`src/ttb_pkg.sv`:
```
// constants and types shared by the timer time-base unit
package ttb_pkg;

  // ----------------------------------------------------------------
  // widths
  // ----------------------------------------------------------------
  localparam int CNT_W = 16;  // counter and reload width
  localparam int PSC_W = 16;  // prescaler width
  localparam int REP_W = 8;   // repeat counter width

  typedef logic [CNT_W-1:0] ttb_cnt_t;
  typedef logic [PSC_W-1:0] ttb_psc_t;

  // ----------------------------------------------------------------
  // reset values
  // ----------------------------------------------------------------
  localparam ttb_cnt_t CNT_RST = 16'h0000;  // count value
  localparam ttb_cnt_t ARR_RST = 16'hffff;  // reload preload and active
  localparam ttb_psc_t PSC_RST = 16'h0000;  // prescale value and buffer
  localparam logic [REP_W-1:0] REP_RST = 8'h00;  // repeat value and counter

endpackage

```
`src/ttb_tb_if.sv`:
```
// event wires between the counter core, prescaler and repeat counter
`timescale 1ns/1ps
`default_nettype none

interface ttb_tb_if;
  logic tick;      // prescaler output, one count step
  logic wrap;      // counter overflow or underflow
  logic force_up;  // forced update request, restarts counting
  logic upd;       // update event actually taken
  logic rep_zero;  // repeat counter has reached zero

  modport core (input tick, input rep_zero, output wrap, output force_up, output upd);
  modport psc  (input force_up, input upd, output tick);
  modport rep  (input wrap, input upd, output rep_zero);
endinterface

`default_nettype wire

```
`src/ttb_prescaler.sv`:
```
// programmable clock prescaler with a buffered division ratio
`timescale 1ns/1ps
`default_nettype none

module ttb_prescaler
  import ttb_pkg::*;
(
  input  wire logic            core_clk,
  input  wire logic            sys_rst,
  input  wire logic            run,
  input  wire ttb_pkg::ttb_psc_t psc_value,
  ttb_tb_if.psc                bus
);

  ttb_psc_t buf_q;  // ratio in force
  ttb_psc_t cnt_q;  // internal divider count

  // ----------------------------------------------------------------
  // ratio buffer
  // ----------------------------------------------------------------
  // ratio taken on update
  always_ff @(posedge core_clk) begin
    if (sys_rst) begin
      buf_q <= PSC_RST;
    end else if (bus.upd) begin
      buf_q <= psc_value;
    end
  end

  // ----------------------------------------------------------------
  // divider counter
  // ----------------------------------------------------------------
  // divide by value plus one
  assign bus.tick = run && (cnt_q == buf_q);

  always_ff @(posedge core_clk) begin
    if (sys_rst) begin
      cnt_q <= PSC_RST;
    end else if (bus.force_up || bus.tick) begin
      cnt_q <= '0;
    end else if (run) begin
      cnt_q <= cnt_q + 1'b1;
    end
  end

  a_psc_tick_wrap: assert property (@(posedge core_clk) disable iff (sys_rst)
    bus.tick |=> cnt_q == '0)
    else $error("prescaler did not restart after tick");

  a_psc_buf_hold: assert property (@(posedge core_clk) disable iff (sys_rst)
    !bus.upd |=> $stable(buf_q))
    else $error("prescaler ratio changed without update");

endmodule // ttb_prescaler

`default_nettype wire

```
`src/ttb_repeat.sv`:
```
// repetition counter dividing overflows into update events
`timescale 1ns/1ps
`default_nettype none

module ttb_repeat
  import ttb_pkg::*;
#(
  parameter int REP_BITS = ttb_pkg::REP_W
) (
  input  wire logic                core_clk,
  input  wire logic                sys_rst,
  input  wire logic [REP_BITS-1:0] rep_value,
  ttb_tb_if.rep                    bus
);

  logic [REP_BITS-1:0] rep_q;  // remaining wraps before update

  assign bus.rep_zero = (rep_q == '0);

  // ----------------------------------------------------------------
  // repeat down counter
  // ----------------------------------------------------------------
  // step down on each wrap until zero
  always_ff @(posedge core_clk) begin
    if (sys_rst) begin
      rep_q <= REP_BITS'(REP_RST);
    end else if (bus.upd) begin
      rep_q <= rep_value;
    end else if (bus.wrap && !bus.rep_zero) begin
      rep_q <= rep_q - 1'b1;
    end
  end

  a_rep_step: assert property (@(posedge core_clk) disable iff (sys_rst)
    bus.wrap && !bus.rep_zero && !bus.upd |=> rep_q == $past(rep_q) - 1'b1)
    else $error("repeat counter missed a step");

  a_rep_reload: assert property (@(posedge core_clk) disable iff (sys_rst)
    bus.upd |=> rep_q == $past(rep_value))
    else $error("repeat counter not reloaded on update");

endmodule // ttb_repeat

`default_nettype wire

```
`src/ttb_time_base.sv`:
```
// time-base unit: counter, reload, prescaler and update logic
`timescale 1ns/1ps
`default_nettype none

module ttb_time_base
  import ttb_pkg::*;
(
  input  wire logic                      core_clk,
  input  wire logic                      sys_rst,
  input  wire logic                      counter_run_bit,
  input  wire logic                      count_down,
  input  wire logic                      reload_preload_enable,
  input  wire logic                      suppress_update_bit,
  input  wire logic                      update_source_select,
  input  wire logic                      force_update_bit,
  input  wire logic                      flag_clear,
  input  wire logic                      count_wr,
  input  wire ttb_pkg::ttb_cnt_t         count_wdata,
  input  wire logic                      reload_wr,
  input  wire ttb_pkg::ttb_cnt_t         reload_wdata,
  input  wire logic                      prescale_wr,
  input  wire ttb_pkg::ttb_psc_t         prescale_wdata,
  input  wire logic                      repeat_wr,
  input  wire logic [ttb_pkg::REP_W-1:0] repeat_wdata,
  output logic      [ttb_pkg::CNT_W-1:0] count_value,
  output logic      [ttb_pkg::CNT_W-1:0] reload_value,
  output logic      [ttb_pkg::CNT_W-1:0] reload_active,
  output logic      [ttb_pkg::PSC_W-1:0] prescale_value,
  output logic      [ttb_pkg::REP_W-1:0] repeat_value,
  output logic                           update_flag,
  output logic                           update_pulse,
  output logic                           wrap_pulse
);

  // ----------------------------------------------------------------
  // declarations
  // ----------------------------------------------------------------
  ttb_tb_if tb ();

  ttb_cnt_t         cnt_q;         // count value
  ttb_cnt_t         cnt_d;
  ttb_cnt_t         arr_pre_q;     // reload preload, software view
  ttb_cnt_t         arr_pre_d;
  ttb_cnt_t         arr_act_q;     // reload in force
  ttb_cnt_t         arr_act_d;
  ttb_psc_t         psc_pre_q;     // prescale value, software view
  logic [REP_W-1:0] rep_val_q;     // repeat value, software view
  logic             flag_q;        // update flag
  logic             upd_pulse_q;   // registered update event
  logic             wrap_pulse_q;  // registered overflow/underflow
  logic             wrap;          // counter wraps this cycle
  logic             upd_wrap;      // update caused by a wrap
  logic             upd_force;     // update caused by force bit

  // ----------------------------------------------------------------
  // sub blocks
  // ----------------------------------------------------------------
  // divider feeding the count tick
  ttb_prescaler u_psc (
    .core_clk  (core_clk),
    .sys_rst   (sys_rst),
    .run       (counter_run_bit),
    .psc_value (psc_pre_q),
    .bus       (tb.psc)
  );

  // repetition counter gating wrap updates
  ttb_repeat #(
    .REP_BITS (REP_W)
  ) u_rep (
    .core_clk  (core_clk),
    .sys_rst   (sys_rst),
    .rep_value (rep_val_q),
    .bus       (tb.rep)
  );

  // ----------------------------------------------------------------
  // update event generation
  // ----------------------------------------------------------------
  // wrap updates only at repeat zero
  assign upd_wrap  = wrap && tb.rep_zero && !suppress_update_bit;
  assign upd_force = force_update_bit && !suppress_update_bit;

  assign tb.force_up = force_update_bit;
  assign tb.wrap     = wrap;
  assign tb.upd      = upd_wrap || upd_force;

  // ----------------------------------------------------------------
  // software registers
  // ----------------------------------------------------------------
  // reload writes go to preload
  assign arr_pre_d = reload_wr ? reload_wdata : arr_pre_q;

  // preload of the reload value
  always_ff @(posedge core_clk) begin
    if (sys_rst) begin
      arr_pre_q <= ARR_RST;
    end else begin
      arr_pre_q <= arr_pre_d;
    end
  end

  always_comb begin
    if (!reload_preload_enable || tb.upd) begin
      arr_act_d = arr_pre_d;
    end else begin
      arr_act_d = arr_act_q;
    end
  end

  // active reload register
  always_ff @(posedge core_clk) begin
    if (sys_rst) begin
      arr_act_q <= ARR_RST;
    end else begin
      arr_act_q <= arr_act_d;
    end
  end

  always_ff @(posedge core_clk) begin
    if (sys_rst) begin
      psc_pre_q <= PSC_RST;
    end else if (prescale_wr) begin
      psc_pre_q <= prescale_wdata;
    end
  end

  // repeat value holding register
  always_ff @(posedge core_clk) begin
    if (sys_rst) begin
      rep_val_q <= REP_RST;
    end else if (repeat_wr) begin
      rep_val_q <= repeat_wdata;
    end
  end

  // ----------------------------------------------------------------
  // counter
  // ----------------------------------------------------------------
  // overflow at reload value counting up, underflow at zero counting down
  always_comb begin
    wrap = 1'b0;
    if (!force_update_bit && !count_wr && tb.tick) begin
      if (count_down) begin
        wrap = (cnt_q == '0);
      end else begin
        wrap = (cnt_q == arr_act_q);
      end
    end
  end

  // next count: force, then write, then tick
  always_comb begin
    cnt_d = cnt_q;
    if (force_update_bit) begin
      cnt_d = count_down ? arr_act_d : '0;
    end else if (count_wr) begin
      cnt_d = count_wdata;
    end else if (tb.tick) begin
      if (count_down) begin
        cnt_d = wrap ? arr_act_d : cnt_q - 1'b1;
      end else begin
        cnt_d = wrap ? '0 : cnt_q + 1'b1;
      end
    end
  end

  // count register
  always_ff @(posedge core_clk) begin
    if (sys_rst) begin
      cnt_q <= CNT_RST;
    end else begin
      cnt_q <= cnt_d;
    end
  end

  // ----------------------------------------------------------------
  // update flag and event pulses
  // ----------------------------------------------------------------
  // forced update flag hidden by select
  // update sets flag, set beats clear
  always_ff @(posedge core_clk) begin
    if (sys_rst) begin
      flag_q <= 1'b0;
    end else if (upd_wrap || (upd_force && !update_source_select)) begin
      flag_q <= 1'b1;
    end else if (flag_clear) begin
      flag_q <= 1'b0;
    end
  end

  // event pulses, one cycle late
  always_ff @(posedge core_clk) begin
    if (sys_rst) begin
      upd_pulse_q  <= 1'b0;
      wrap_pulse_q <= 1'b0;
    end else begin
      upd_pulse_q  <= tb.upd;
      wrap_pulse_q <= wrap;
    end
  end

  // ----------------------------------------------------------------
  // outputs
  // ----------------------------------------------------------------
  assign count_value    = cnt_q;
  assign reload_value   = arr_pre_q;
  assign reload_active  = arr_act_q;
  assign prescale_value = psc_pre_q;
  assign repeat_value   = rep_val_q;
  assign update_flag    = flag_q;
  assign update_pulse   = upd_pulse_q;
  assign wrap_pulse     = wrap_pulse_q;

  // ----------------------------------------------------------------
  // checks
  // ----------------------------------------------------------------
  // idle without run
  a_run_gates_count: assert property (@(posedge core_clk) disable iff (sys_rst)
    !counter_run_bit && !force_update_bit && !count_wr |=> $stable(cnt_q))
    else $error("counter moved while stopped");

  a_up_step: assert property (@(posedge core_clk) disable iff (sys_rst)
    tb.tick && !count_down && !wrap && !force_update_bit && !count_wr
    |=> cnt_q == $past(cnt_q) + 1'b1)
    else $error("up count did not step by one");

  a_up_wrap: assert property (@(posedge core_clk) disable iff (sys_rst)
    tb.tick && !count_down && cnt_q == arr_act_q && !force_update_bit && !count_wr
    |=> cnt_q == '0 && wrap_pulse)
    else $error("overflow did not wrap to zero");

  a_down_wrap: assert property (@(posedge core_clk) disable iff (sys_rst)
    tb.tick && count_down && cnt_q == '0 && !force_update_bit && !count_wr
    |=> cnt_q == arr_act_q && wrap_pulse)
    else $error("underflow did not reload the count");

  a_force_up: assert property (@(posedge core_clk) disable iff (sys_rst)
    force_update_bit && !count_down |=> cnt_q == '0)
    else $error("forced update did not clear the count");

  a_force_down: assert property (@(posedge core_clk) disable iff (sys_rst)
    force_update_bit && count_down |=> cnt_q == arr_act_q)
    else $error("forced update did not load the reload value");

  a_force_update: assert property (@(posedge core_clk) disable iff (sys_rst)
    force_update_bit && !suppress_update_bit |=> update_pulse)
    else $error("forced update produced no event");

  a_suppress_hold: assert property (@(posedge core_clk) disable iff (sys_rst)
    suppress_update_bit && reload_preload_enable |=> !update_pulse && $stable(arr_act_q))
    else $error("update happened while suppressed");

  a_direct_reload: assert property (@(posedge core_clk) disable iff (sys_rst)
    !reload_preload_enable && reload_wr |=> arr_act_q == $past(reload_wdata))
    else $error("reload not copied at once");

  a_source_select: assert property (@(posedge core_clk) disable iff (sys_rst)
    force_update_bit && update_source_select && !flag_clear
    |=> update_flag == $past(update_flag))
    else $error("flag changed on hidden forced update");

  a_wrap_flag: assert property (@(posedge core_clk) disable iff (sys_rst)
    upd_wrap |=> update_flag && update_pulse)
    else $error("wrap update did not set the flag");

  a_rep_gate: assert property (@(posedge core_clk) disable iff (sys_rst)
    wrap && !tb.rep_zero && !force_update_bit |=> !update_pulse)
    else $error("update before repeat count expired");

  a_down_step: assert property (@(posedge core_clk) disable iff (sys_rst)
    tb.tick && count_down && !wrap && !force_update_bit && !count_wr
    |=> cnt_q == $past(cnt_q) - 1'b1)
    else $error("down count did not step by one");

  a_suppress_flag: assert property (@(posedge core_clk) disable iff (sys_rst)
    suppress_update_bit && !update_flag |=> !update_flag)
    else $error("flag set while updates suppressed");

  a_update_copy: assert property (@(posedge core_clk) disable iff (sys_rst)
    tb.upd |=> arr_act_q == $past(arr_pre_d))
    else $error("update did not copy the reload preload");

  a_flag_clear: assert property (@(posedge core_clk) disable iff (sys_rst)
    flag_clear && !upd_wrap && !(upd_force && !update_source_select) |=> !update_flag)
    else $error("flag clear had no effect");

  a_rep_expire: assert property (@(posedge core_clk) disable iff (sys_rst)
    wrap && tb.rep_zero && !suppress_update_bit |=> update_pulse)
    else $error("no update when repeat count expired");

  a_preload_hold: assert property (@(posedge core_clk) disable iff (sys_rst)
    reload_preload_enable && !tb.upd |=> $stable(arr_act_q))
    else $error("active reload changed without update");

endmodule // ttb_time_base

`default_nettype wire

```
`config.mk`:
```
export PLATFORM = sky130hd
export DESIGN_NAME = ttb_time_base
export DESIGN_NICKNAME = d
export VERILOG_FILES = /design/src/ttb_pkg.sv /design/src/ttb_tb_if.sv /design/src/ttb_prescaler.sv /design/src/ttb_repeat.sv /design/src/ttb_time_base.sv
export SDC_FILE = /design/constraint.sdc
export NUM_CORES = 1
export LEC_CHECK = 0
export ABC_CLOCK_PERIOD_IN_PS = 11000
export BUFFER_PORTS_ARGS = -buffer_cell sky130_fd_sc_hd__buf_2
export CORE_MARGIN = 3
export CORE_UTILIZATION = 58
export DETAILED_ROUTE_END_ITERATION = 8
export PLACE_DENSITY = 0.85
export SYNTH_ARGS = -nofsm -noshare
export SYNTH_HDL_FRONTEND = slang
export SYNTH_HIERARCHICAL = 1
export SYNTH_SLANG_ARGS = --single-unit
export TNS_END_PERCENT = 10
```
`constraint.sdc`:
```
create_clock -name core_clk -period 11 [get_ports core_clk]
set_input_delay 2.2 -clock core_clk [delete_from_list [all_inputs] [get_ports core_clk]]
set_output_delay 2.2 -clock core_clk [all_outputs]
set_load 0.01 [all_outputs]
```
==> results.rst, run 1 <==
.. list-table::
   :header-rows: 1

   * - Metric
     - Value
   * - Share of post-route cells with drive strength above 1
     - 0.291
   * - Via count of the first global-routing pass
     - 5303
   * - Final setup skew
     - 11.4 ps
   * - RSZ-0062 raised after global routing
     - false
   * - Sort of element at the start of the critical path
     - input pin
   * - Combinational family with the most area after synthesis
     - simple AND/OR/NAND/NOR gates
   * - Most common flop cell mapped by yosys
     - sky130_fd_sc_hd__dfxtp_1
   * - Clock power frac
     - 0.457
   * - Sequential cell area fraction in the yosys report
     - 0.383
   * - I/O Pins
     - 144
   * - Number of nets in the layout
     - 864
   * - Xor/xnor cell area share of the yosys netlist
     - 0.0933
   * - Mapped Cells
     - 674
   * - Final GP Congestion
     - 0.905
   * - Switch share
     - 0.272
   * - Root Driver
     - sky130_fd_sc_hd__clkbuf_8
   * - Post-layout total power
     - 0.00121 W
   * - Skew-Pair Late Insertion Delay
     - 520 ps
   * - Remaining Overflow, GRT
     - 0
   * - Overall routing resource usage
     - 0.297
   * - Buffer count from post-CTS setup fixing
     - 0
   * - Top cells by area, synth
     - sky130_fd_sc_hd__dfxtp_1, sky130_fd_sc_hd__mux2i_1, sky130_fd_sc_hd__xnor2_1
   * - Port buffer count
     - 143
   * - Period utilization
     - 0.488
   * - Number of core rows
     - 36
   * - Mapped cell area
     - 6010 sq um
   * - Number of detailed-route iterations in the first pass
     - 7
   * - Starting DRT DRC Count
     - 579
   * - Number of gates given a new drive strength after cts
     - 0
   * - Worst slew margin relative to its limit
     - 0.285
   * - Maximum Capacitance Violations
     - 0
   * - Power share of the combinational group
     - 0.153
   * - Synthesized-area fraction occupied by ao, oa, aoi and oai cells
     - 0.119
   * - Fraction of registers with async set/reset
     - 0
   * - Data arrival time of the critical path
     - 5720 ps
   * - Capturing point of the worst reg2reg path
     - u_rep/rep_q[1]
   * - Number of nets with antenna violations after routing
     - 0
   * - Sinks on the clock net
     - 115
   * - Mean instance size in the synthesized netlist
     - 8.92 sq um
   * - Largest net degree at the start of global routing
     - 100
   * - Cell taking the most area after synthesis
     - sky130_fd_sc_hd__dfxtp_1
   * - Launching point of the worst reg2reg path
     - u_psc/cnt_q[9]
   * - Time the worst path needs with I/O delays and setup
     - 5370 ps
   * - Cell depth of the worst flop-to-flop path
     - 15
   * - PD cells
     - 167 nW/um^2
   * - Vertical die dimension
     - 108 um
   * - Synthesized Nets
     - 749
   * - Final worst hold slack
     - 481 ps
   * - Share of the core filled with cells in the final layout
     - 0.735
   * - Sequential share of power
     - 0.391
   * - Reg2Reg Setup Slack
     - 6330 ps
   * - Warnings, synthesis
     - 6
   * - Status
     - complete, no violations
   * - Wire length of the first global-routing pass
     - 27000 um
   * - Final setup viols
     - 0
   * - Sum of negative setup slack
     - 0 ps
   * - Clock tree buffer depth
     - 2
   * - Total area of multi-input combinational cells
     - 3420 sq um
   * - Area taken by flip-flops and latches
     - 2300 sq um
   * - Switching power total
     - 0.000331 W
   * - Total Die Area
     - 11600 sq um
   * - Average via count per standard cell
     - 6.07
   * - Hold_buf cts
     - 0
   * - Tightest Pin Transition
     - 1060 ps
   * - CP Data Required Time
     - 11360 ps
   * - Effective utilization at floorplan
     - 0.607
   * - Total half-perimeter wirelength after legalization and detailed placement
     - 12100 um
   * - Netlist cell types
     - 68
   * - Fraction of the mapped netlist area in adder cells
     - 0.0125
   * - Area delta synth->final
     - 21.2%
   * - Startpoint of the most critical setup path
     - counter_run_bit
   * - Post-Synth Simple-Gate Area
     - 0.216
   * - Post-detailed-route DRC marker count
     - 0
   * - CP endpoint kind
     - register
   * - Highest achievable clock rate
     - 186 MHz
   * - Class of the tightest hold or removal check
     - reg -> reg
   * - Proportion of synthesized area in mux cells
     - 0.127
   * - Area of the core region
     - 9910 sq um
   * - Antenna violations before repair
     - 1
   * - Via count
     - 5672
   * - Final setup margin
     - 5630 ps
   * - Total CTS buffers
     - 17
   * - Clock tree from TritonCTS
     - yes
   * - Maximum fanout count along the critical path
     - 28
   * - Total length of routed wires
     - 17700 um
   * - H-tree Lvls
     - 4
   * - Max-slew violation total from the final report
     - 0
   * - Capturing element of the worst setup path
     - u_rep/rep_q[1]
   * - Leakage power figure
     - 3.07 nW
   * - CP Class
     - in -> reg
   * - Hold Fails Final Rpt
     - 0
   * - Fill count
     - 730
   * - Worst IR Drop VDD
     - 0.000132 V
   * - DIE WIDTH
     - 108 um
   * - Clock transition at the register clock pins on the worst setup and hold paths after CTS
     - 60 ps
   * - Setup WS pre-CTS
     - 5270 ps
   * - Count of flip-flops with a built-in enable after synthesis
     - 0
   * - Total internal power
     - 0.000883 W
   * - Yosys reg bits
     - 115
   * - Routed length per placed instance
     - 18.9 um
   * - Area share of the leading cell type in the synthesized netlist
     - 0.383
power groups by stage:
stage	registers, W	clock network [W]	logic, W
global route	0.000477	0.000571	0.000200
detailed placement	0.000481	0	0.000180
floorplan	0.000471	0	0.000128
finish	0.000474	0.000554	0.000185
CTS	0.000472	0.000555	0.000183
global placement	0.000479	0	0.000175
cells in the final DEF (no fill, tap or decap), types with 5 or more instances in the layout:
| cell type | count |
|---|---|
| sky130_fd_sc_hd__mux2i_1 | 54 |
| sky130_fd_sc_hd__dfxtp_1 | 115 |
| sky130_fd_sc_hd__o221ai_1 | 6 |
| sky130_fd_sc_hd__or3_1 | 7 |
| sky130_fd_sc_hd__nor4_1 | 9 |
| sky130_fd_sc_hd__a21oi_1 | 12 |
| sky130_fd_sc_hd__nor3_1 | 18 |
| sky130_fd_sc_hd__xor2_1 | 24 |
| sky130_fd_sc_hd__nor2_1 | 88 |
| sky130_fd_sc_hd__inv_1 | 15 |
| sky130_fd_sc_hd__a32oi_1 | 5 |
| sky130_fd_sc_hd__clkbuf_16 | 16 |
| sky130_fd_sc_hd__nand2_1 | 33 |
| sky130_fd_sc_hd__mux2_2 | 20 |
| sky130_fd_sc_hd__nand3_1 | 15 |
| sky130_fd_sc_hd__o21ai_0 | 16 |
| sky130_fd_sc_hd__nand2b_1 | 17 |
| sky130_fd_sc_hd__buf_2 | 143 |
| sky130_fd_sc_hd__nand4_1 | 12 |
| sky130_fd_sc_hd__xnor2_1 | 40 |
| sky130_fd_sc_hd__or2_2 | 23 |
| sky130_fd_sc_hd__o211ai_1 | 7 |
| sky130_fd_sc_hd__nor3b_1 | 5 |
| sky130_fd_sc_hd__ha_1 | 6 |
synth_stat cells (all sizes together) (14+ instances only):
cell      n
o21ai    18
nor2     88
dfxtp   115
xor2     24
nand2    33
mux2i    54
nor3     18
clkbuf   36
buf      14
nand2b   17
inv      15
or2      24
xnor2    40
nand3    15
mux2     20
kinds of logic (layout without fill, tap and decap cells):
group / Yosys count / count (layout)
AOI/OAI and AO/OA: 94 / 94
xor gates and xnor gates: 64 / 64
adders and majority gates: 6 / 6
buffers and inverters: 66 / 192
DFF: 115 / 115
muxes: 74 / 74
other: 0 / 1
and+or+nand+nor: 255 / 255
through the flow:
step	instances	area, sq um
finish	934	7280
global route	934	7280
CTS	933	7280
detailed placement	903	6690
global placement	903	6690
floorplan	674	6010
layout make-up:
class | instances | share of cell area
multi-input cells | 493 | 0.470
well taps | 133 | 0.0228
repair buffers | 146 | 0.101
inverters | 16 | 0.00825
clock buffers | 21 | 0.0630
flip-flops and latches | 115 | 0.316
clock inverters | 9 | 0.0179
diodes | 1 | 0.000344
state kept, by name, indices dropped and copies added (netlist names):
signal          count
u_rep/rep_q         8
update_flag         1
prescale_value     16
reload_value       16
reload_active      16
u_psc/buf_q        16
repeat_value        8
count_value        16
wrap_pulse          1
update_pulse        1
u_psc/cnt_q        16
worst max-delay path, cell delays in order:
cell                       delay (ps)
sky130_fd_sc_hd__buf_2            150
sky130_fd_sc_hd__nand2_1          100
sky130_fd_sc_hd__nor4_2           150
sky130_fd_sc_hd__buf_4            230
sky130_fd_sc_hd__nor2b_1          510
sky130_fd_sc_hd__nand4_1          280
sky130_fd_sc_hd__o21ai_2          250
sky130_fd_sc_hd__and2_0           500
sky130_fd_sc_hd__nand2_1          180
sky130_fd_sc_hd__a21oi_2          160
sky130_fd_sc_hd__buf_4            350
sky130_fd_sc_hd__clkinv_1         330
sky130_fd_sc_hd__nand4b_1         200
sky130_fd_sc_hd__o211ai_1         100
worst min-delay path by stage:
stage	from	end	slack (ps)	cells past startpoint
floorplan	u_rep/rep_q[5]	u_rep/rep_q[5]	480	2
global placement	update_flag	update_flag	460	2
detailed placement	update_flag	update_flag	470	2
CTS	update_flag	update_flag	480	2
global route	update_flag	update_flag	520	2
finish	update_flag	update_flag	480	2
layer usage:
| metal | vias to the layer above | global-route usage | routed length, um |
|---|---|---|---|
| li1 | 2599 | - | - |
| met1 | 2653 | 0.347 | 6810 |
| met2 | 343 | 0.510 | 8620 |
| met3 | 77 | 0.0702 | 1460 |
| met4 | 0 | 0.145 | 789 |
| met5 | - | 0 | 0 |
Power figures use the tool's default switching activity.
==> run 2: changes to the inputs <==
- ABC_CLOCK_PERIOD_IN_PS: 11000 -> 4600
- CORE_UTILIZATION: 58 -> 49
- PLACE_DENSITY: 0.85 -> 0.77
- clock period: 11 -> 4.6 ns (I/O delays scaled with it)
==> results.rst, run 2 (same netlist as run 1, synthesis figures left out) <==
.. list-table::
   :header-rows: 1

   * - Metric
     - Value
   * - Status
     - complete, no violations
   * - Area of the core region
     - 11700 sq um
   * - Remaining Overflow, GRT
     - 0
   * - Total Die Area
     - 13600 sq um
   * - Wire length of the first global-routing pass
     - 26400 um
   * - Area delta synth->final
     - 21.8%
   * - Worst path buffer plus inverter count
     - 2
   * - PD cells
     - 395 nW/um^2
   * - Data arrival time of the critical path
     - 4120 ps
   * - Total half-perimeter wirelength after legalization and detailed placement
     - 12000 um
   * - Final setup skew
     - 9.61 ps
   * - Hold Fails Final Rpt
     - 0
   * - Share of post-route cells with drive strength above 1
     - 0.297
   * - Number of gates given a new drive strength after cts
     - 0
   * - Maximum fanout count along the critical path
     - 27
   * - Power share of the combinational group
     - 0.151
   * - Largest delay share family, worst path
     - simple AND/OR/NAND/NOR gates
   * - Starting DRT DRC Count
     - 546
   * - Sequential share of power
     - 0.391
   * - Sinks on the clock net
     - 115
   * - Critical path, cell by cell
     - xor2_1, nor4_1, nand2_1, nor4_2, buf_4, nor3b_1, nand2_1, o21ai_2, and2_0, nand2_1, a21oi_2, buf_4, mux2i_1, nor2_1
   * - Clock transition at the register clock pins on the worst setup and hold paths after CTS
     - 60 ps
   * - Clock power frac
     - 0.457
   * - Cell depth of the worst flop-to-flop path
     - 14
   * - Tightest Pin Transition
     - 850 ps
   * - Critical path's slowest cell
     - sky130_fd_sc_hd__and2_0
   * - Post-detailed-route DRC marker count
     - 0
   * - DIE WIDTH
     - 117 um
   * - Via count
     - 5506
   * - Critical Path Most Common Cell
     - sky130_fd_sc_hd__nand2_1
   * - Switch share
     - 0.284
   * - Total CTS buffers
     - 17
   * - Highest-count cells in the layout ignoring fill and taps
     - sky130_fd_sc_hd__buf_2, sky130_fd_sc_hd__dfxtp_1, sky130_fd_sc_hd__nor2_1
   * - RSZ-0062 raised after global routing
     - false
   * - Overall routing resource usage
     - 0.246
   * - Period utilization
     - 0.835
   * - Clock tree from TritonCTS
     - yes
   * - Number of core rows
     - 39
   * - Number of nets in the layout
     - 867
   * - Maximum Capacitance Violations
     - 0
   * - Routed length per placed instance
     - 17.4 um
   * - Hold_buf cts
     - 0
   * - Buffer count from post-CTS setup fixing
     - 0
   * - Vertical die dimension
     - 117 um
   * - Average via count per standard cell
     - 5.81
   * - Antenna violations before repair
     - 1
   * - Total internal power
     - 0.00207 W
   * - Final setup viols
     - 0
   * - CP Class
     - reg -> reg
   * - Clock tree buffer depth
     - 2
   * - Number of nets with antenna violations after routing
     - 0
   * - Slowest Stage Delay on Critical Path
     - 470 ps
   * - WHS Path Cells
     - 2
   * - I/O Pins
     - 144
   * - Class of the tightest hold or removal check
     - reg -> reg
   * - Largest net degree at the start of global routing
     - 54
   * - Number of detailed-route iterations in the first pass
     - 5
   * - Leakage power figure
     - 3.07 nW
   * - Total length of routed wires
     - 16500 um
   * - Skew-Pair Late Insertion Delay
     - 420 ps
   * - Worst IR Drop VDD
     - 0.000272 V
   * - Via count of the first global-routing pass
     - 5373
   * - Time the worst path needs with I/O delays and setup
     - 3840 ps
   * - Leading cell type in the layout, fill and taps excluded
     - sky130_fd_sc_hd__buf_2
   * - CP Data Required Time
     - 4870 ps
   * - Highest achievable clock rate
     - 260 MHz
   * - Worst slew margin relative to its limit
     - 0.428
   * - Switching power total
     - 0.000821 W
   * - H-tree Lvls
     - 4
   * - Root Driver
     - sky130_fd_sc_hd__clkbuf_16
   * - Effective utilization at floorplan
     - 0.513
   * - Final GP Congestion
     - 0.964
   * - Max-slew violation total from the final report
     - 0
   * - Antenna Diode Count
     - 0
   * - Final worst hold slack
     - 478 ps
   * - Sum of negative setup slack
     - 0 ps
   * - Port buffer count
     - 143
   * - CP endpoint kind
     - register
   * - Sort of element at the start of the critical path
     - register
   * - Instance count on the critical path
     - 14
## run 2: cell count changes in the layout (fill, tap and decap cells not counted), sizes merged
cell and delta:
buf +3, bufinv -1, clkbuf -3, clkinvlp +3, diode -1, inv +3
## run 2: path summary, 6_finish.rpt
path,startpoint,endpoint,slack (ps)
worst max register to register,u_psc/cnt_q[7],u_psc/buf_q[7],760
worst min register to register,update_flag,update_flag,480
worst min-delay path,update_flag,update_flag,480
worst max-delay path,u_psc/cnt_q[7],u_psc/buf_q[7],760
## run 2: cell type report
class | instances | area (sq um)
flip-flops and latches | 115 | 2300
clock inverters | 14 | 153
clock buffers | 18 | 439
well taps | 143 | 179
inverters | 16 | 60.1
repair buffers | 149 | 761
multi-input cells | 493 | 3420
fillers | 1002 | 4390
## run 2: power groups by stage
stage / clock, W / sequential (W) / combinational, W
3_3_place_gp: 0 / 0.00115 / 0.000422
6_report: 0.00132 / 0.00113 / 0.000437
5_1_grt: 0.00138 / 0.00114 / 0.000478
3_5_place_dp: 0 / 0.00115 / 0.000431
4_1_cts: 0.00134 / 0.00113 / 0.000434
2_1_floorplan: 0 / 0.00113 / 0.000307
## run 2: per-layer routing
metal | share of wire | global-route usage
met5 | 0.00042 | 0
met2 | 0.48 | 0.415
met4 | 0.027 | 0.107
met1 | 0.40 | 0.292
met3 | 0.086 | 0.0699
## run 2: worst reg2reg max path, delay by kind of cell (launching register included)
family                    cells  cell delay (ps)
DFF                           1              350
AOI/OAI and AO/OA             2              320
muxes                         1              260
and+or+nand+nor               8             1990
buffers and inverters         2              600
xor gates and xnor gates      1              160
## run 2: through the flow
step / util / power [W] / setup WS (ps) / cells / instance area, sq um
floorplan: - / 0.00143 / 773 / 674 / 6010
global placement: 0.574 / 0.00157 / 900 / 916 / 6730
detailed placement: 0.574 / 0.00158 / 751 / 916 / 6730
CTS: 0.625 / 0.00290 / 796 / 948 / 7320
global route: 0.625 / 0.00300 / 380 / 948 / 7320
finish: 0.625 / 0.00289 / 758 / 948 / 7320
